File: config.mk
export PLATFORM = sky130hd
export DESIGN_NAME = fpe_host_ctrl
export DESIGN_NICKNAME = d
export VERILOG_FILES = /design/src/common/fpe_pkg.sv /design/src/design/fpe_bus_cycle.sv /design/src/design/fpe_host_ctrl.sv
export SDC_FILE = /design/constraint.sdc
export NUM_CORES = 1
export LEC_CHECK = 0
export CORE_ASPECT_RATIO = 1.4
export CORE_UTILIZATION = 60
export DETAILED_ROUTE_END_ITERATION = 7
export DONT_BUFFER_PORTS = 1
export GPL_ROUTABILITY_DRIVEN = 1
export PLACE_DENSITY = 0.83
export SLEW_MARGIN = 15
export SYNTH_ARGS = -nofsm -noshare
export SYNTH_HDL_FRONTEND = slang
export SYNTH_SLANG_ARGS = --single-unit
File: constraint.sdc
create_clock -name clock -period 5.95 [get_ports clock]
set_input_delay 0.2975 -clock clock [delete_from_list [all_inputs] [get_ports clock]]
set_output_delay 0.2975 -clock clock [all_outputs]
set_load 0.1 [all_outputs]
File: src/common/fpe_pkg.sv
/*
  Constants, command codes and types for the flash command sequencer host.
  Assumes a 25 MHz clock and a flash part in word mode on a 20-bit address bus.
*/
package fpe_pkg;
    // ========================================
    // Bus geometry
    localparam int ADDR_W = 20;
    localparam int DATA_W = 16;
    localparam int SECT_LSB = 12;
    localparam int POLL_BIT = 7;
    localparam int LIMIT_BIT = 5;

    // ========================================
    // Timing
    localparam int CLK_NS = 40;
    localparam int CLK_MHZ = 25;
    localparam int T_WIN_US = 50;
    localparam int WIN_CYC = T_WIN_US * CLK_MHZ;
    localparam int WIN_GUARD_CYC = 16;
    localparam int T_WP_NS = 35;
    localparam int WP_CYC = (T_WP_NS + CLK_NS - 1) / CLK_NS;
    localparam int T_ACC_NS = 90;
    localparam int ACC_CYC = (T_ACC_NS + CLK_NS - 1) / CLK_NS;
    localparam int T_RP_NS = 500;
    localparam int RP_CYC = (T_RP_NS + CLK_NS - 1) / CLK_NS;

    // ========================================
    // Addresses and command codes
    localparam logic [19:0] A_UNLOCK1 = 20'h00555;
    localparam logic [19:0] A_UNLOCK2 = 20'h002AA;
    localparam logic [19:0] A_QUERY = 20'h00055;
    localparam logic [19:0] A_ANY = 20'h00000;
    localparam logic [15:0] D_UNLOCK1 = 16'h00AA;
    localparam logic [15:0] D_UNLOCK2 = 16'h0055;
    localparam logic [15:0] D_PROG = 16'h00A0;
    localparam logic [15:0] D_BYP_ENTER = 16'h0020;
    localparam logic [15:0] D_ERASE_SETUP = 16'h0080;
    localparam logic [15:0] D_CHIP = 16'h0010;
    localparam logic [15:0] D_SECTOR = 16'h0030;
    localparam logic [15:0] D_SUSPEND = 16'h00B0;
    localparam logic [15:0] D_RESUME = 16'h0030;
    localparam logic [15:0] D_RESET = 16'h00F0;
    localparam logic [15:0] D_QUERY = 16'h0098;
    localparam logic [15:0] D_ID = 16'h0090;
    localparam logic [15:0] D_BYP_EXIT1 = 16'h0090;
    localparam logic [15:0] D_BYP_EXIT2 = 16'h0000;

    // ========================================
    // Types
    typedef enum logic [3:0] {
        OP_PROG = 4'h0, OP_BYP_ENTER = 4'h1, OP_BYP_PROG = 4'h2, OP_BYP_EXIT = 4'h3,
        OP_CHIP = 4'h4, OP_SECTOR = 4'h5, OP_SECT_ADD = 4'h6, OP_SUSPEND = 4'h7,
        OP_RESUME = 4'h8, OP_RESET = 4'h9, OP_QUERY = 4'hA, OP_ID = 4'hB,
        OP_READ = 4'hC, OP_WAIT = 4'hD, OP_HWRESET = 4'hE
    } fpe_op_type;

    typedef enum logic [2:0] {
        MD_READ = 3'h0, MD_ID = 3'h1, MD_QUERY = 3'h2, MD_BYPASS = 3'h3,
        MD_WINDOW = 3'h4, MD_ERASING = 3'h5, MD_SUSP = 3'h6
    } fpe_mode_type;

    typedef enum logic [2:0] {
        ST_IDLE = 3'b000, ST_SEQ = 3'b001, ST_WAIT = 3'b011, ST_POLL = 3'b010,
        ST_PWAIT = 3'b110, ST_RESP = 3'b111, ST_FAIL = 3'b101, ST_HWR = 3'b100
    } fpe_state_type;

    typedef enum logic [2:0] {
        PH_IDLE = 3'b000, PH_SETUP = 3'b001, PH_PULSE = 3'b011, PH_HOLD = 3'b010,
        PH_READ = 3'b110
    } fpe_phase_type;
endpackage

File: src/design/fpe_bus_cycle.sv
/*
  One asynchronous flash bus cycle, write or read, driven from registers.
  Assumes the caller waits for done before the next start; dq_in is a raw pin.
*/
module fpe_bus_cycle (
    input wire logic clock,
    input wire logic rst_n,
    input wire logic start,
    input wire logic we,
    input wire logic [fpe_pkg::ADDR_W-1:0] addr,
    input wire logic [fpe_pkg::DATA_W-1:0] wdata,
    output logic done,
    output logic [fpe_pkg::DATA_W-1:0] rdata,
    output logic [fpe_pkg::ADDR_W-1:0] pin_addr,
    output logic [fpe_pkg::DATA_W-1:0] pin_dq_out,
    output logic pin_dq_oe_n,
    input wire logic [fpe_pkg::DATA_W-1:0] pin_dq_in,
    output logic pin_ce_n,
    output logic pin_we_n,
    output logic pin_oe_n
);
    import fpe_pkg::*;

    fpe_phase_type ph_q;
    logic [7:0] cnt_q;
    logic [DATA_W-1:0] dq_meta_q;
    logic [DATA_W-1:0] dq_sync_q;

    // ========================================
    // Data pin synchroniser
    always_ff @(posedge clock or negedge rst_n) begin
        if (!rst_n) begin
            dq_meta_q <= 16'h0000;
            dq_sync_q <= 16'h0000;
        end else begin
            dq_meta_q <= pin_dq_in;
            dq_sync_q <= dq_meta_q;
        end
    end

    // ========================================
    // Cycle sequencer
    // Read strobe is held two extra cycles to cover the synchroniser delay
    always_ff @(posedge clock or negedge rst_n) begin
        if (!rst_n) begin
            ph_q <= PH_IDLE;
            cnt_q <= 8'h00;
            done <= 1'b0;
            rdata <= 16'h0000;
            pin_addr <= 20'h00000;
            pin_dq_out <= 16'h0000;
            pin_dq_oe_n <= 1'b1;
            pin_ce_n <= 1'b1;
            pin_we_n <= 1'b1;
            pin_oe_n <= 1'b1;
        end else begin
            done <= 1'b0;
            unique case (ph_q)
                PH_IDLE: if (start) begin
                    pin_addr <= addr;
                    pin_ce_n <= 1'b0;
                    cnt_q <= 8'h00;
                    if (we) begin
                        pin_dq_out <= wdata;
                        pin_dq_oe_n <= 1'b0;
                        ph_q <= PH_SETUP;
                    end else begin
                        pin_oe_n <= 1'b0;
                        ph_q <= PH_READ;
                    end
                end
                PH_SETUP: begin
                    pin_we_n <= 1'b0;
                    ph_q <= PH_PULSE;
                end
                PH_PULSE: if (cnt_q == 8'(WP_CYC - 1)) begin
                    pin_we_n <= 1'b1;
                    ph_q <= PH_HOLD;
                end else begin
                    cnt_q <= cnt_q + 8'h01;
                end
                PH_HOLD: begin
                    pin_ce_n <= 1'b1;
                    pin_dq_oe_n <= 1'b1;
                    done <= 1'b1;
                    ph_q <= PH_IDLE;
                end
                PH_READ: if (cnt_q == 8'(ACC_CYC + 2)) begin
                    rdata <= dq_sync_q;
                    pin_oe_n <= 1'b1;
                    pin_ce_n <= 1'b1;
                    done <= 1'b1;
                    ph_q <= PH_IDLE;
                end else begin
                    cnt_q <= cnt_q + 8'h01;
                end
            endcase
        end
    end

    // ========================================
    // Checks
    AST_NO_CONTENTION: assert property (@(posedge clock) disable iff (!rst_n)
        !(!pin_we_n && !pin_oe_n))
        else $error("write and output strobes both active");
    AST_DRIVE_ON_WRITE: assert property (@(posedge clock) disable iff (!rst_n)
        $fell(pin_we_n) |-> !pin_dq_oe_n && !pin_ce_n ##1 !pin_dq_oe_n)
        else $error("data not driven around write strobe");
endmodule

File: src/design/fpe_host_ctrl.sv
/*
  Host-side sequencer that turns single user commands into flash bus cycles.
  Assumes a word-mode flash on the pins and one command at a time on cmd_*.
*/
// Function
// - Unlock cycles use low address, zero upper data
// - Sector address placed on bits 19 to 12
// - Reset leaves id/query, and after limit flag
// - Bypass program only after bypass entry
// - Program is four cycles then polled to end
// - Bypass entry: two unlocks then 0x20
// - Bypass program: 0xA0 then address and data
// - Chip erase is six cycles
// - Added sectors only inside 50 us window
module fpe_host_ctrl (
    input wire logic clock,
    input wire logic rst_n,
    input wire logic cmd_valid,
    input wire fpe_pkg::fpe_op_type cmd_op,
    input wire logic [fpe_pkg::ADDR_W-1:0] cmd_addr,
    input wire logic [fpe_pkg::DATA_W-1:0] cmd_data,
    output logic cmd_ready,
    output logic resp_valid,
    output logic resp_err,
    output logic [fpe_pkg::DATA_W-1:0] resp_data,
    output logic [fpe_pkg::ADDR_W-1:0] flash_addr,
    output logic [fpe_pkg::DATA_W-1:0] flash_dq_out,
    output logic flash_dq_oe_n,
    input wire logic [fpe_pkg::DATA_W-1:0] flash_dq_in,
    output logic flash_ce_n,
    output logic flash_we_n,
    output logic flash_oe_n,
    output logic flash_rst_n
);
    import fpe_pkg::*;

    fpe_state_type state_q;
    fpe_mode_type mode_q;
    fpe_mode_type base_q;
    fpe_op_type op_q;
    logic [ADDR_W-1:0] addr_q;
    logic [DATA_W-1:0] data_q;
    logic [2:0] idx_q;
    logic retry_q;
    logic fail_q;
    logic [15:0] win_cnt_q;
    logic [7:0] hwr_cnt_q;
    logic bus_start;
    logic bus_we;
    logic [ADDR_W-1:0] bus_addr;
    logic [DATA_W-1:0] bus_wdata;
    logic bus_done;
    logic [DATA_W-1:0] bus_rdata;
    logic legal;
    logic [2:0] seq_len;
    logic [36:0] seq_word;

    // ========================================
    // Command table
    function automatic logic [36:0] cyc(input fpe_op_type op, input logic [2:0] i,
                                        input logic [19:0] a, input logic [15:0] d);
        logic [19:0] sa;
        sa = {a[19:12], 12'h000};
        cyc = {1'b1, A_ANY, D_RESET};
        unique case (op)
            OP_PROG: cyc = (i == 3'h3) ? {1'b1, a, d} :
                (i == 3'h2) ? {1'b1, A_UNLOCK1, D_PROG} :
                (i == 3'h1) ? {1'b1, A_UNLOCK2, D_UNLOCK2} : {1'b1, A_UNLOCK1, D_UNLOCK1};
            OP_BYP_PROG: cyc = (i == 3'h1) ? {1'b1, a, d} : {1'b1, A_ANY, D_PROG};
            OP_BYP_EXIT: cyc = (i == 3'h1) ? {1'b1, A_ANY, D_BYP_EXIT2} :
                {1'b1, A_ANY, D_BYP_EXIT1};
            OP_BYP_ENTER, OP_ID, OP_CHIP, OP_SECTOR: begin
                // Unlock pairs sit at steps 0,1 of each such sequence, and also at 3,4 for chip and sector erase
                if (i == 3'h0 || i == 3'h3) cyc = {1'b1, A_UNLOCK1, D_UNLOCK1};
                else if (i == 3'h1 || i == 3'h4) cyc = {1'b1, A_UNLOCK2, D_UNLOCK2};
                else if (op == OP_BYP_ENTER) cyc = {1'b1, A_UNLOCK1, D_BYP_ENTER};
                else if (op == OP_ID) cyc = {1'b1, A_UNLOCK1, D_ID};
                else if (i == 3'h2) cyc = {1'b1, A_UNLOCK1, D_ERASE_SETUP};
                else if (op == OP_CHIP) cyc = {1'b1, A_UNLOCK1, D_CHIP};
                else cyc = {1'b1, sa, D_SECTOR};
            end
            OP_SECT_ADD: cyc = {1'b1, sa, D_SECTOR};
            OP_SUSPEND: cyc = {1'b1, A_ANY, D_SUSPEND};
            OP_RESUME: cyc = {1'b1, A_ANY, D_RESUME};
            OP_QUERY: cyc = {1'b1, A_QUERY, D_QUERY};
            OP_READ: cyc = {1'b0, a, 16'h0000};
            default: cyc = {1'b1, A_ANY, D_RESET};
        endcase
    endfunction

    always_comb begin
        unique case (op_q)
            OP_PROG: seq_len = 3'h4;
            OP_BYP_ENTER, OP_ID: seq_len = 3'h3;
            OP_BYP_PROG, OP_BYP_EXIT: seq_len = 3'h2;
            OP_CHIP, OP_SECTOR: seq_len = 3'h6;
            default: seq_len = 3'h1;
        endcase
    end

    // ========================================
    // Legality against the tracked device mode
    always_comb begin
        unique case (cmd_op)
            OP_PROG, OP_ID: legal = mode_q == MD_READ || mode_q == MD_SUSP;
            OP_BYP_ENTER, OP_CHIP, OP_SECTOR: legal = mode_q == MD_READ;
            OP_BYP_PROG, OP_BYP_EXIT: legal = mode_q == MD_BYPASS;
            OP_SECT_ADD: legal = mode_q == MD_WINDOW
                && win_cnt_q < 16'(WIN_CYC - WIN_GUARD_CYC);
            OP_SUSPEND: legal = mode_q == MD_WINDOW || mode_q == MD_ERASING;
            OP_RESUME: legal = mode_q == MD_SUSP;
            OP_RESET: legal = mode_q == MD_READ || mode_q == MD_ID
                || mode_q == MD_QUERY || mode_q == MD_WINDOW;
            OP_QUERY: legal = mode_q == MD_READ || mode_q == MD_ID;
            OP_READ: legal = mode_q != MD_ERASING;
            OP_WAIT: legal = mode_q == MD_ERASING;
            default: legal = 1'b1;
        endcase
    end

    assign seq_word = cyc(op_q, idx_q, addr_q, data_q);
    assign bus_start = state_q == ST_SEQ || state_q == ST_POLL;
    assign bus_we = state_q == ST_SEQ && seq_word[36];
    assign bus_addr = state_q == ST_POLL ? addr_q : seq_word[35:16];
    assign bus_wdata = seq_word[15:0];

    // ========================================
    // Sequencer; the single command port is what keeps sequences whole
    always_ff @(posedge clock or negedge rst_n) begin
        if (!rst_n) begin
            state_q <= ST_IDLE;
            op_q <= OP_READ;
            addr_q <= 20'h00000;
            data_q <= 16'h0000;
            idx_q <= 3'h0;
            retry_q <= 1'b0;
            fail_q <= 1'b0;
            cmd_ready <= 1'b1;
            resp_valid <= 1'b0;
            resp_err <= 1'b0;
            resp_data <= 16'h0000;
            hwr_cnt_q <= 8'h00;
            flash_rst_n <= 1'b0;
        end else begin
            resp_valid <= 1'b0;
            flash_rst_n <= 1'b1;
            unique case (state_q)
                ST_IDLE: if (cmd_valid) begin
                    cmd_ready <= 1'b0;
                    op_q <= cmd_op;
                    addr_q <= cmd_addr;
                    data_q <= cmd_data;
                    idx_q <= 3'h0;
                    retry_q <= 1'b0;
                    fail_q <= 1'b0;
                    resp_err <= !legal;
                    hwr_cnt_q <= 8'h00;
                    if (!legal) state_q <= ST_RESP;
                    else if (cmd_op == OP_HWRESET) state_q <= ST_HWR;
                    else if (cmd_op == OP_WAIT) state_q <= ST_POLL;
                    else state_q <= ST_SEQ;
                end
                ST_SEQ: state_q <= ST_WAIT;
                ST_WAIT: if (bus_done) begin
                    if (!seq_word[36]) resp_data <= bus_rdata;
                    if (idx_q == seq_len - 3'h1) begin
                        if (op_q == OP_PROG || op_q == OP_BYP_PROG || op_q == OP_CHIP)
                            state_q <= ST_POLL;
                        else state_q <= ST_RESP;
                    end else begin
                        idx_q <= idx_q + 3'h1;
                        state_q <= ST_SEQ;
                    end
                end
                ST_POLL: state_q <= ST_PWAIT;
                ST_PWAIT: if (bus_done) begin
                    resp_data <= bus_rdata;
                    // Erase reads back ones when done; program reads back its own data
                    if (bus_rdata[POLL_BIT] == ((op_q == OP_PROG || op_q == OP_BYP_PROG)
                            ? data_q[POLL_BIT] : 1'b1)) state_q <= ST_RESP;
                    else if (bus_rdata[LIMIT_BIT] && retry_q) state_q <= ST_FAIL;
                    else begin
                        retry_q <= retry_q | bus_rdata[LIMIT_BIT];
                        state_q <= ST_POLL;
                    end
                end
                ST_FAIL: begin
                    op_q <= OP_RESET;
                    idx_q <= 3'h0;
                    fail_q <= 1'b1;
                    resp_err <= 1'b1;
                    state_q <= ST_SEQ;
                end
                ST_HWR: begin
                    flash_rst_n <= 1'b0;
                    hwr_cnt_q <= hwr_cnt_q + 8'h01;
                    if (hwr_cnt_q == 8'(RP_CYC - 1)) state_q <= ST_RESP;
                end
                ST_RESP: begin
                    resp_valid <= 1'b1;
                    cmd_ready <= 1'b1;
                    state_q <= ST_IDLE;
                end
            endcase
        end
    end

    // ========================================
    // Device mode tracking and erase window timer
    always_ff @(posedge clock or negedge rst_n) begin
        if (!rst_n) begin
            mode_q <= MD_READ;
            base_q <= MD_READ;
            win_cnt_q <= 16'h0000;
        end else if (state_q == ST_RESP && (!resp_err || fail_q)) begin
            win_cnt_q <= 16'h0000;
            unique case (op_q)
                OP_BYP_ENTER: mode_q <= MD_BYPASS;
                OP_BYP_EXIT, OP_CHIP, OP_WAIT, OP_HWRESET: mode_q <= MD_READ;
                OP_SECTOR, OP_SECT_ADD: mode_q <= MD_WINDOW;
                OP_SUSPEND: mode_q <= MD_SUSP;
                OP_RESUME: mode_q <= MD_ERASING;
                OP_RESET: mode_q <= (mode_q == MD_ID && !fail_q) ? base_q : MD_READ;
                OP_QUERY: mode_q <= MD_QUERY;
                OP_ID: begin
                    base_q <= mode_q;
                    mode_q <= MD_ID;
                end
                default: mode_q <= mode_q;
            endcase
        end else if (mode_q == MD_WINDOW) begin
            win_cnt_q <= win_cnt_q + 16'h0001;
            if (win_cnt_q == 16'(WIN_CYC - 1)) mode_q <= MD_ERASING;
        end
    end

    fpe_bus_cycle u_bus (
        .clock(clock),
        .rst_n(rst_n),
        .start(bus_start),
        .we(bus_we),
        .addr(bus_addr),
        .wdata(bus_wdata),
        .done(bus_done),
        .rdata(bus_rdata),
        .pin_addr(flash_addr),
        .pin_dq_out(flash_dq_out),
        .pin_dq_oe_n(flash_dq_oe_n),
        .pin_dq_in(flash_dq_in),
        .pin_ce_n(flash_ce_n),
        .pin_we_n(flash_we_n),
        .pin_oe_n(flash_oe_n)
    );

    // ========================================
    // Checks
    AST_BYPASS_GATE: assert property (@(posedge clock) disable iff (!rst_n)
        state_q == ST_IDLE && cmd_valid && cmd_op == OP_BYP_PROG && mode_q != MD_BYPASS
        |=> state_q == ST_RESP && resp_err ##1 resp_valid && resp_err)
        else $error("bypass program sent outside bypass mode");
    AST_RESUME_GATE: assert property (@(posedge clock) disable iff (!rst_n)
        state_q == ST_IDLE && cmd_valid && cmd_op == OP_RESUME && mode_q != MD_SUSP
        |=> resp_err && state_q == ST_RESP)
        else $error("resume sent while not suspended");
    AST_QUERY_GATE: assert property (@(posedge clock) disable iff (!rst_n)
        state_q == ST_IDLE && cmd_valid && cmd_op == OP_QUERY
        && !(mode_q == MD_READ || mode_q == MD_ID) |=> resp_err)
        else $error("query sent from wrong mode");
    AST_WINDOW_ADD: assert property (@(posedge clock) disable iff (!rst_n)
        state_q == ST_IDLE && cmd_valid && cmd_op == OP_SECT_ADD
        && win_cnt_q >= 16'(WIN_CYC - WIN_GUARD_CYC) |=> resp_err)
        else $error("sector added too late in the window");
    AST_CMD_UPPER: assert property (@(posedge clock) disable iff (!rst_n)
        bus_start && bus_we && !((op_q == OP_PROG && idx_q == 3'h3)
        || (op_q == OP_BYP_PROG && idx_q == 3'h1)) |-> bus_wdata[15:8] == 8'h00)
        else $error("command cycle with nonzero upper data");
    AST_SECTOR_ADDR: assert property (@(posedge clock) disable iff (!rst_n)
        bus_start && bus_we && bus_wdata == D_SECTOR && op_q != OP_RESUME
        |-> bus_addr[11:0] == 12'h000 && bus_addr[19:12] == addr_q[19:12])
        else $error("sector cycle address misplaced");
    AST_WINDOW_EXPIRE: assert property (@(posedge clock) disable iff (!rst_n)
        mode_q == MD_WINDOW && win_cnt_q == 16'(WIN_CYC - 1) && state_q != ST_RESP
        |=> mode_q == MD_ERASING)
        else $error("window expiry missed");
    AST_NO_RESET_IN_PROG: assert property (@(posedge clock) disable iff (!rst_n)
        bus_start && bus_we && bus_wdata == D_RESET |-> op_q == OP_RESET)
        else $error("reset written during a running operation");

    COV_PROG_DONE: cover property (@(posedge clock) disable iff (!rst_n)
        resp_valid && !resp_err && op_q == OP_PROG);
    COV_SECT_ADD: cover property (@(posedge clock) disable iff (!rst_n)
        resp_valid && !resp_err && op_q == OP_SECT_ADD);
    COV_SUSPEND: cover property (@(posedge clock) disable iff (!rst_n)
        resp_valid && !resp_err && op_q == OP_SUSPEND);
    COV_FAIL: cover property (@(posedge clock) disable iff (!rst_n) state_q == ST_FAIL);
endmodule

Word level (Yosys, flattened, before mapping) --
Index checks and enable logic that the tools add are counted.
Word-level totals: register bits 198, output and inout port bits 60
Operators by class: add/subtract/negate cells 5, magnitude comparators 1, eq/ne operators 71, muxes and demuxes 80, bitwise operators 1, reductions and logical operators 67
Operators by type and width (count):
- $pmux 37 s9 | 1
- $mux 36 | 8
- $mux 16 | 5
- $mux 3 | 21
- $eq 4x4->1 const B | 14
- $mux 27 | 2
- $pmux 3 s8 | 2
- $mux 8 | 5
- $eq 4x3->1 const B | 8
- $pmux 16 s2 | 1
- $eq 3x3->1 const B | 9
- $eq 3x2->1 const B | 8
- $pmux 8 s3 | 1
- $ne 2x2->1 const B | 11
- $mux 20 | 1
- $reduce_and 4->1 | 5
- $reduce_bool 2->1 | 10
- $add 16x1->16 const B | 1
- $add 8x1->8 const B | 2
- $eq 16x11->1 const B | 1
- $eq 4x2->1 const B | 4
- $lt 16x11->1 const B | 1
- $mux 1 | 16
- $pmux 1 s2 | 8
- 34 further kinds | 80

Depth between registers and ports, before layout --
Gate-level depths: netlist of run 1.
depth in word-level cells 12, mapped depth 9, depth with buffers taken out 8

Modules after synthesis --
From an unflattened synthesis of run 1, not the netlist that was laid out.
Unflattened totals: cell total of the unflattened synthesis 906, area total of the unflattened synthesis 9422.8 um^2
Modules (own cells, without submodules):
- fpe_host_ctrl | instances 1, cells an instance 660, area each 5662.9 um^2, seq. area each 2456.1 um^2
- fpe_bus_cycle | instances 1, cells an instance 246, area each 3759.9 um^2, seq. area each 2507.4 um^2

Worst setup path after synthesis of run 1 --
OpenSTA, ideal clock, no wires.
path kind reg-to-reg, from register idx_q[0], to register u_bus.pin_addr[10] (netlist bit), setup time 0.126 ns, arrival 2.099 ns, required time 5.824 ns, slack 3.725 ns, cell stages (with the launch flop) 8, path buffers 0, clock period less this slack 2.225 ns, cells stage by stage dfrtp_1 > ha_1 > ha_1 > or4b_2 > nand2_1 > or2_2 > a31oi_1 > a221o_1
On the way: cells in the longest elaborated chain, start to end 8
RTL lines:
- start: declaration | line fpe_host_ctrl.sv:43 | logic [2:0] idx_q;
- start signal: assignment | line fpe_host_ctrl.sv:171 | idx_q <= idx_q + 3'h1;
- $eq 3x2->1 | line fpe_host_ctrl.sv:67, fpe_host_ctrl.sv:78
- $mux 36 | line fpe_host_ctrl.sv:78 | else if (i == 3'h2) cyc = {1'b1, A_UNLOCK1, D_ERASE_SETUP};
- $mux 36 | line fpe_host_ctrl.sv:77 | else if (op == OP_ID) cyc = {1'b1, A_UNLOCK1, D_ID};
- $mux 36 | line fpe_host_ctrl.sv:76 | else if (op == OP_BYP_ENTER) cyc = {1'b1, A_UNLOCK1, D_BYP_ENTER};
- $mux 36 | line fpe_host_ctrl.sv:75 | else if (i == 3'h1 || i == 3'h4) cyc = {1'b1, A_UNLOCK2, D_UNLOCK2};
- $mux 36 | line fpe_host_ctrl.sv:74 | if (i == 3'h0 || i == 3'h3) cyc = {1'b1, A_UNLOCK1, D_UNLOCK1};
- $pmux 37 s9 (*) | line fpe_host_ctrl.sv:65 | unique case (op)
- $mux 20 (*) | line fpe_host_ctrl.sv:124 | assign bus_addr = state_q == ST_POLL ? addr_q : seq_word[35:16];
- end signal: assignment | line fpe_bus_cycle.sv:60 | pin_addr <= addr;
- end: declaration | line fpe_bus_cycle.sv:14 | output logic [fpe_pkg::ADDR_W-1:0] pin_addr,
Mark *: on every way between the ends. The rest lies on a longest branch, timed or not. A chain may end at the register's enable or synchronous reset.

Worst setup path after layout of run 1 --
from register state_q[2], to register u_bus.pin_addr[14] (netlist bit)
On the way: cells in the longest elaborated chain, start to end 3
RTL lines:
- start: declaration | line fpe_host_ctrl.sv:37 | fpe_state_type state_q;
- start signal: assignment | line fpe_host_ctrl.sv:131 | state_q <= ST_IDLE;
- start signal: assignment | line fpe_host_ctrl.sv:158 | if (!legal) state_q <= ST_RESP;
- start signal: assignment | line fpe_host_ctrl.sv:159 | else if (cmd_op == OP_HWRESET) state_q <= ST_HWR;
- $eq 3x1->1 or $eq 3x2->1 (tied branches) | line fpe_host_ctrl.sv:122, fpe_host_ctrl.sv:124
- $logic_or 1x1->1 | line fpe_host_ctrl.sv:122 | assign bus_start = state_q == ST_SEQ || state_q == ST_POLL;
- $reduce_and 2->1 (no line)
Several ways; a longest one is shown, not always the timed one.

==> results of run 1 <==
[synth_stat cells (12+ instances only)]
cell type / number / area share, %
nor2b_1: 12 / 0.83
dfrtp_1: 191 / 53
xor2_1: 15 / 1.5
nor2_1: 70 / 2.9
a22o_1: 17 / 1.7
mux2_2: 35 / 4.4
nand2_1: 167 / 7.0
o21ai_0: 46 / 2.6
a21oi_1: 38 / 2.1
inv_1: 24 / 1.0
nand3_1: 25 / 1.4
ha_1: 12 / 1.7
clkbuf_1: 24 / 1.0
buf_2: 15 / 0.83
[routing by layer]
metal / global-route usage, % / vias up
li1: - / 3156
met1: 34.72 / 3355
met2: 50.00 / 227
met3: 6.078 / 49
met4: 11.41 / 0
met5: 0 / -
[cell families after synthesis]
kind of cell | synth area share, %
fa+ha+maj | 1.669
flops | 55.17
mux | 5.160
buf+inv | 3.255
xor+xnor | 2.531
simple gates | 19.07
compound gates | 13.14
[where the power goes]
group / switching (mW) / internal (mW) / leakage [nW]
clock network: 0.584 / 0.571 / 0.290
registers: 1.38 / 1.75 / 2.51
logic: 0.834 / 0.616 / 1.81
[worst max-delay path by stage]
stage                                     endpoint  slack, ps  cells after the start
global placement        u_bus.cnt_q[6]$_DFFE_PN0P_       3110                      6
global route            u_bus.cnt_q[6]$_DFFE_PN0P_       2720                      6
floorplan           u_bus.pin_addr[10]$_DFFE_PN0P_       3720                      7
detailed placement  u_bus.pin_addr[17]$_DFFE_PN0P_       3100                      4
finish              u_bus.pin_addr[14]$_DFFE_PN0P_       2980                      4
CTS                     u_bus.cnt_q[3]$_DFFE_PN0P_       3040                      6
[through the flow]
| step | power, mW | worst slack [ps] |
|---|---|---|
| final | 5.732 | 2981 |
| after global routing | 6.021 | 2717 |
| after CTS | 5.692 | 3042 |
| after detailed placement | 4.485 | 3103 |
| after global placement | 4.423 | 3106 |
| after floorplan | 4.120 | 3725 |
[state kept, by name, summed over array words and instances (netlist names), 3 cells and up]
register	flops
op_q	4
u_bus.rdata	16
u_bus.pin_addr	20
u_bus.pin_dq_out	16
base_q	3
state_q	3
idx_q	3
resp_data	16
u_bus.cnt_q	8
win_cnt_q	16
u_bus.dq_meta_q	16
u_bus.dq_sync_q	16
hwr_cnt_q	8
data_q	16
mode_q	3
addr_q	20
u_bus.ph_q	3
[critical path, cell delays in order, from the launching register on]
cell     delay [ps]
dfrtp_1         600
nor4_2          630
nand2_1         620
a21oi_1         800
a22o_1          240
[cell type report]
type	instances	area, µm²	area share (%)
clock buffers	17	425.4	4.166
clock inverters	15	177.7	1.740
inverters	24	90.09	0.8822
multi-input cells	618	3740	36.63
flip-flops and latches	198	4964	48.61
well taps	189	236.5	2.316
repair buffers	57	578.1	5.661
[timing repair]
action | 4_1_cts | 5_1_grt
endpoints found under the setup margin | 0 | 0
endpoints found under the hold margin | 249 | 0
hold buffers | 53 | 0
==> flow_summary.yaml, run 1 <==
sta:
  max_slew_margin_pct: 31.57
  worst_pin_slew_ps: 1026
  clock_skew_ps: 19.47
  setup-tns-final_ps: 0
  finalCriticalPeriod_ps: 2969
  clock.fmax_mhz: 336.8
  fin_crit_sh_pct: 49.90
  hold_ws_ps: 12.57
  slew_viol_final: 0
  rsz0062_at_grt: "no"
  hold_viol: 0
  setup_viol: 0
setup_path:
  r2r_cells: 4
  r2r-end: "u_bus.pin_addr[14]$_DFFE_PN0P_"
  endpoint_kind: "register"
  startpoint_type: "register"
  setup.worst_path.start: "state_q[2]$_DFFE_PN0P_"
  crit_type: "reg2reg"
  r2r-start: "state_q[2]$_DFFE_PN0P_"
  arrival_ps: 3340
  r2r_slack_ps: 2980
  cp.required_ps: 6320
  worstPathMaxFanout: 21
global_routing:
  grt-ovfl-total: 0
  grt_pass1_wl_um: 34400
  track_usage_pct: 28.70
  antenna_found_initial: 0
  grt_max_degree: 199
  grt_pass1_vias: 6832
yosys:
  synth_seq_area_share_pct: 55.17
  syn_inst: 886
  ys_ff_latch: 198
  syn_nets: 957
  avgSynthCellArea_um2: 10.15
  async_flop_share_pct: 100.0
  yosysWarnings: 0
  yosysUniqueCellTypes: 70
  synth-edff-count: 0
  syn_area_um2: 8996
  synth_ff_type: "dfrtp_1"
detailed_routing:
  dr.first_iter.drc_count: 503
  wl_per_cell_um: 18.92
  dr_wl_met2_um: 10990
  highest_layer: "met4"
  wl_met1_um: 8366
  drt-vias-per-instance: 6.071
  firstDrtPassIters: 6
  drt_wl_total_um: 21150
  drc: 0
  ant_nets: 0
  wl_met3_um: 1241
  via_count: 6787
cells_and_area:
  insertedDiodeCount: 0
  mostFrequentLayoutCells: "dfrtp_1 (191), nand2_1 (167), nor2_1 (70)"
  final_common_cell: "dfrtp_1"
  nNetsFinal: 987
  fillers: 990
  fin_area_um2: 10210
  drive_above_1_share_pct: 10.55
  final_util_pct: 70.06
  area_growth_pct: 13.50
  stdcell_count: 1118
floorplan:
  placement_rows: 52
  start_util_pct: 61.73
  die-area_um2: 15490
  io-pin-count: 119
  die_w_um: 105.5
  die_y_um: 146.9
  core_area_um2: 14570
clock_tree:
  htreeDepth: 4
  insertion_delay_ps: 450
  postCtsSetupRepairBufs: 0
  cts.sinks: 198
  cts_buffer_depth: 2
  clkSlewWorstSetupHoldPaths_ps: 80
  root_buffer: "clkbuf_16"
  cts_repair_resize_count: 0
  cts_tree: "done"
  cts-buffers-inserted: 17
power_and_ir_drop:
  p_leak_nw: 4.615
  ir_drop_v: 0.0003107
  pwr_density_cell_nw_per_um2: 561.3
placed_design:
  place.gp.congestion: 0.9217
  dp_hpwl_um: 12950
  dp.cells: 1033
  place_area_um2: 9060
  io_buffers: 0
hold_path:
  min_to: "op_q[3]$_DFFE_PN1P_"
  min_path_cells: 2
  hp-start: "cmd_op[3]"
  hp-class: "in2reg"
outcome:
  outcome: "finished, final reports clean"
job:
  cap_violations: 0
Power figures use the tool's default switching activity.
==> inputs of run 2 (changes only) <==
==> constraint.sdc (replaced) <==
create_clock -name clock -period 2.95 [get_ports clock]
set_input_delay 0.1475 -clock clock [delete_from_list [all_inputs] [get_ports clock]]
set_output_delay 0.1475 -clock clock [all_outputs]
set_load 0.1 [all_outputs]
==> run 2 against run 1 <==
  * The run now ends with negative hold slack left
  * Sequential share of layout area decreased by 0.71 points
  * Power increased by 100%
  * Critical path depth increased by 2
  * Cell area increased by 1.5%
  * Count of clock-buffer cells in the layout unchanged
  * Sequential power increased by 95%
  * Worst setup slack got worse by 2700 ps
  * Die area unchanged
  * Fmax increased by 9.9%
  * Hold slack got worse by 610 ps
  * First-iteration DRC count increased by 14%
  * Register-to-register slack got worse by 2700 ps
  * Largest cell class unchanged
==> flow_summary.yaml, run 2 (same netlist as run 1, synthesis figures left out) <==
outcome:
  outcome: "finished, violations left"
  violations: "negative hold slack"
cells_and_area:
  nNetsFinal: 1008
  insertedDiodeCount: 0
  drive_above_1_share_pct: 12.11
  final_common_cell: "dfrtp_1"
  mostFrequentLayoutCells: "dfrtp_1 (191), nand2_1 (167), nor2_1 (70)"
  area_growth_pct: 15.19
  stdcell_count: 1139
  reg_top3: "addr_q x20, u_bus.pin_addr x20"
sta:
  hold_viol: 198
  max_slew_margin_pct: 34.18
  fin_crit_sh_pct: 91.61
  rsz0062_at_grt: "no"
  clock.fmax_mhz: 370.0
  clock_skew_ps: 12.32
  finalCriticalPeriod_ps: 2702
  setup-tns-final_ps: 0
  slew_viol_final: 0
  hold_ws_ps: -600.1
  worst_pin_slew_ps: 987.3
  setup_viol: 0
floorplan:
  die_w_um: 105.5
  die-area_um2: 15490
  start_util_pct: 61.73
  io-pin-count: 119
  die_y_um: 146.9
  placement_rows: 52
  core_area_um2: 14570
detailed_routing:
  drt-vias-per-instance: 6.178
  via_count: 7037
  dr.first_iter.drc_count: 572
  ant_nets: 0
  drt_wl_total_um: 22560
  wl_per_cell_um: 19.80
  firstDrtPassIters: 5
  drc: 0
global_routing:
  grt_max_degree: 199
  grt-ovfl-total: 0
  grt_pass1_wl_um: 36050
  antenna_found_initial: 0
  grt_pass1_vias: 7141
  track_usage_pct: 30.41
setup_path:
  cpMostUsedCell: "a21oi_1"
  crit_type: "reg2reg"
  setup.worst_path.start: "idx_q[2]$_DFFE_PN0P_"
  cp.required_ps: 3320
  r2r-start: "idx_q[2]$_DFFE_PN0P_"
  r2r-end: "u_bus.pin_addr[3]$_DFFE_PN0P_"
  endpoint: "u_bus.pin_addr[3]$_DFFE_PN0P_"
  path_buf_inv: 1
  endpoint_kind: "register"
  worstPathMaxFanout: 11
  r2r_cells: 6
  r2r_slack_ps: 250
  crit_path_cell_trace: "inv_1, ha_1, or4b_2, o22ai_1, a21oi_1, a21oi_1"
  cp_slowest_cell: "or4b_2"
  path_depth: 6
  cp_top_family: "compound AO/OA/AOI/OAI gates"
  max_stage_delay_ps: 720
  arrival_ps: 3070
  startpoint_type: "register"
hold_path:
  hp-class: "in2async"
clock_tree:
  postCtsSetupRepairBufs: 0
  htreeDepth: 4
  clkSlewWorstSetupHoldPaths_ps: 80
  cts.sinks: 198
  cts_repair_resize_count: 0
  root_buffer: "clkbuf_16"
  postCtsHoldBufs: 56
  insertion_delay_ps: 450
  cts_tree: "done"
  cts_buffer_depth: 2
  cts-buffers-inserted: 17
placed_design:
  place.gp.congestion: 0.9344
  dp_hpwl_um: 13980
  io_buffers: 0
  dp.cells: 1051
power_and_ir_drop:
  pwr_density_cell_nw_per_um2: 1134
  p_leak_nw: 4.706
  ir_drop_v: 0.0007229
job:
  cap_violations: 0
## run 2: cell count changes in the layout (fill, tap and decap cells not counted)
cell / change
dlygate4sd3_1: +4
clkinv_8: +1
buf_16: -1
buf_4: +18
clkinvlp_4: +1
inv_6: +1
clkinv_4: -2
inv_8: -1
## run 2: cell type report
| cell class | count | area (µm²) |
|---|---|---|
| repair buffers | 78 | 725.7 |
| well taps | 189 | 236.5 |
| flip-flops and latches | 198 | 4964 |
| clock inverters | 15 | 181.4 |
| multi-input cells | 618 | 3740 |
| fillers | 984 | 4212 |
| clock buffers | 17 | 425.4 |
| inverters | 24 | 90.09 |
## run 2: layer usage
metal / wire length, µm / global-route usage (%) / vias to the layer above
met5: 0 / 0 / -
met4: 993 / 16.69 / 0
met3: 1578 / 8.163 / 77
met2: 11640 / 51.74 / 308
met1: 8347 / 34.73 / 3454
li1: - / - / 3198
## run 2: worst min-delay path by stage
| stage | from | to | cells past startpoint |
|---|---|---|---|
| floorplan | rst_n | addr_q[0]$_DFFE_PN0P_ | 0 |
| global placement | rst_n | win_cnt_q[4]$_DFFE_PN0P_ | 0 |
| detailed placement | rst_n | flash_rst_n$_DFF_PN0_ | 0 |
| CTS | rst_n | win_cnt_q[13]$_DFFE_PN0P_ | 0 |
| global route | rst_n | win_cnt_q[13]$_DFFE_PN0P_ | 0 |
| finish | rst_n | resp_err$_DFFE_PN0P_ | 0 |
## run 2: metrics by stage
step	util (%)	area [µm²]	setup WS (ps)	hold WS, ps	power, mW
finish	71.10	10360	247.5	-600.1	11.75
global route	71.10	10360	81.79	-624.5	12.29
CTS	71.10	10360	334.2	-619.8	11.63
detailed placement	63.09	9195	344.2	-143.7	9.192
global placement	63.09	9195	445.7	-143.4	9.060
floorplan	-	8996	724.9	-148.1	8.309
## run 2: power by group
group	switching (mW)	internal [mW]	leakage (nW)
combinational	1.96	1.35	1.91
sequential	2.56	3.53	2.51
clock	1.20	1.15	0.287
==> inputs of run 3 (changes only) <==
--- a/config.mk
+++ b/config.mk
@@ -6,12 +6,13 @@
 export NUM_CORES = 1
 export LEC_CHECK = 0
 export CORE_ASPECT_RATIO = 1.4
+export CORE_MARGIN = 2
 export CORE_UTILIZATION = 60
 export DETAILED_ROUTE_END_ITERATION = 7
 export DONT_BUFFER_PORTS = 1
 export GPL_ROUTABILITY_DRIVEN = 1
-export PLACE_DENSITY = 0.83
-export SLEW_MARGIN = 15
+export PLACE_DENSITY = 0.74
+export SLEW_MARGIN = 0
 export SYNTH_ARGS = -nofsm -noshare
 export SYNTH_HDL_FRONTEND = slang
 export SYNTH_SLANG_ARGS = --single-unit
==> run 3 against run 2 <==
  * The flow still finishes with violations (negative hold slack)
  * Cell area stayed put
  * Critical path depth rose by 2
  * Wire length down 6.8%
  * Combinational power fell by 7.6%
  * Flip-flop and latch count is the same
  * Power decreased by 1.4%
  * First-iteration DRC count down 36%
  * Largest cell class unchanged
  * Largest power group unchanged
==> flow_summary.yaml, run 3 (same netlist as run 1, synthesis figures left out) <==
outcome:
  outcome: "finished, violations left"
  violations: "negative hold slack"
cells_and_area:
  area_growth_pct: 15.19
  multiInputGateArea_um2: 3740
  seqCellArea_um2: 4964
  stdcell_count: 1139
  nNetsFinal: 1005
  mostFrequentLayoutCells: "dfrtp_1 (191), nand2_1 (167), nor2_1 (70)"
  insertedDiodeCount: 0
  fillers: 1097
  drive_above_1_share_pct: 11.83
  reg_top3: "addr_q x20, u_bus.pin_addr x20"
  final_common_cell: "dfrtp_1"
sta:
  setup_viol: 0
  clock.fmax_mhz: 385.0
  finalCriticalPeriod_ps: 2597
  hold_ws_ps: -600.0
  setup-tns-final_ps: 0
  fin_crit_sh_pct: 88.04
  rsz0062_at_grt: "no"
  max_slew_margin_pct: 35.91
  clock_skew_ps: 9.300
  worst_pin_slew_ps: 961.3
  layout_setup_ws_ps: 352.8
  slew_viol_final: 0
  hold_viol: 198
placed_design:
  dp.cells: 1051
  io_buffers: 0
  place.gp.congestion: 0.9832
  dp_hpwl_um: 14190
  place_ws_ps: 389.4
clock_tree:
  root_buffer: "clkbuf_16"
  cts_repair_resize_count: 0
  cts_buffer_depth: 2
  cts_tree: "done"
  insertion_delay_ps: 440
  postCtsSetupRepairBufs: 0
  htreeDepth: 4
  cts-buffers-inserted: 17
  clkSlewWorstSetupHoldPaths_ps: 80
  postCtsHoldBufs: 56
  cts.sinks: 198
detailed_routing:
  firstDrtPassIters: 5
  drc: 0
  ant_nets: 0
  wl_per_cell_um: 18.47
  drt-vias-per-instance: 6.004
  drt_wl_total_um: 21030
  dr.first_iter.drc_count: 367
  via_count: 6839
setup_path:
  startpoint_type: "register"
  arrival_ps: 2970
  worstPathMaxFanout: 8
  setup.worst_path.start: "idx_q[1]$_DFFE_PN0P_"
  r2r-start: "idx_q[1]$_DFFE_PN0P_"
  cp.required_ps: 3320
  endpoint_kind: "register"
  crit_type: "reg2reg"
global_routing:
  grt_pass1_vias: 6970
  antenna_found_initial: 0
  grt_max_degree: 199
  grt-ovfl-total: 0
  track_usage_pct: 26.95
  grt_pass1_wl_um: 34020
hold_path:
  hp-class: "in2async"
floorplan:
  start_util_pct: 60.56
  die-area_um2: 16000
  placement_rows: 53
  die_y_um: 148.9
  core_area_um2: 14850
  die_w_um: 107.5
  io-pin-count: 119
power_and_ir_drop:
  pwr_density_cell_nw_per_um2: 1118
  ir_drop_v: 0.0008221
  p_leak_nw: 4.701
job:
  cap_violations: 0
## run 3: changes by cell type in the layout (fill, tap and decap cells not counted)
cell,previous run,this run
clkinv_4,1,2
inv_6,3,4
clkinvlp_4,2,1
inv_8,3,1
clkinv_2,0,1
bufinv_16,0,1
buf_4,22,18
buf_12,0,1
inv_12,1,0
## run 3: cell type report
cell class,count,area share (%)
flip-flops and latches,198,47.90
multi-input cells,618,36.09
repair buffers,75,6.907
clock buffers,17,4.105
well taps,192,2.318
clock inverters,15,1.811
inverters,24,0.8694
## run 3: final timing paths
kind | slack, ps | depth (start not counted) | endpoint
hold / removal | -600 | 0 | data_q[14]$_DFFE_PN0P_
min in group clock | 50 | 3 | state_q[2]$_DFFE_PN0P_
setup reg to reg | 350 | 8 | u_bus.pin_addr[16]$_DFFE_PN0P_
setup / recovery | 350 | 8 | u_bus.pin_addr[16]$_DFFE_PN0P_
hold reg to reg | 350 | 0 | u_bus.dq_sync_q[8]$_DFF_PN0_
max in group asynchronous | 3260 | 0 | u_bus.pin_ce_n$_DFFE_PN1P_
## run 3: metal layers
layer / track usage [%] / vias up / part of all wire (%)
met5: 0 / - / 0
met3: 6.553 / 35 / 4.7
li1: - / 3186 / -
met4: 9.679 / 0 / 2.2
met1: 31.36 / 3449 / 40
met2: 48.02 / 169 / 53
## run 3: report_power, final
group / switching, mW / internal (mW) / total (mW)
Combinational: 1.74 / 1.31 / 3.05
Clock: 1.13 / 1.22 / 2.35
Sequential: 2.66 / 3.52 / 6.18
## run 3: worst max-delay path, stage by stage, from the launching register on
cell and delay, ps:
dfrtp_1 430, inv_1 170, ha_1 240, nor2b_1 420
a31oi_1 220, nand3_1 200, a41oi_1 60, a21oi_1 560
a22o_1 230
## run 3: metrics by stage
step / power [mW] / area (µm²) / utilization [%] / hold WS [ps]
4_1_cts: 11.58 / 10360 / 69.76 / -609.4
6_report: 11.58 / 10360 / 69.76 / -600.0
5_1_grt: 12.18 / 10360 / 69.76 / -620.3
3_5_place_dp: 9.156 / 9189 / 61.86 / -144.3
3_3_place_gp: 9.000 / 9189 / 61.86 / -144.5
2_1_floorplan: 8.309 / 8996 / - / -148.1
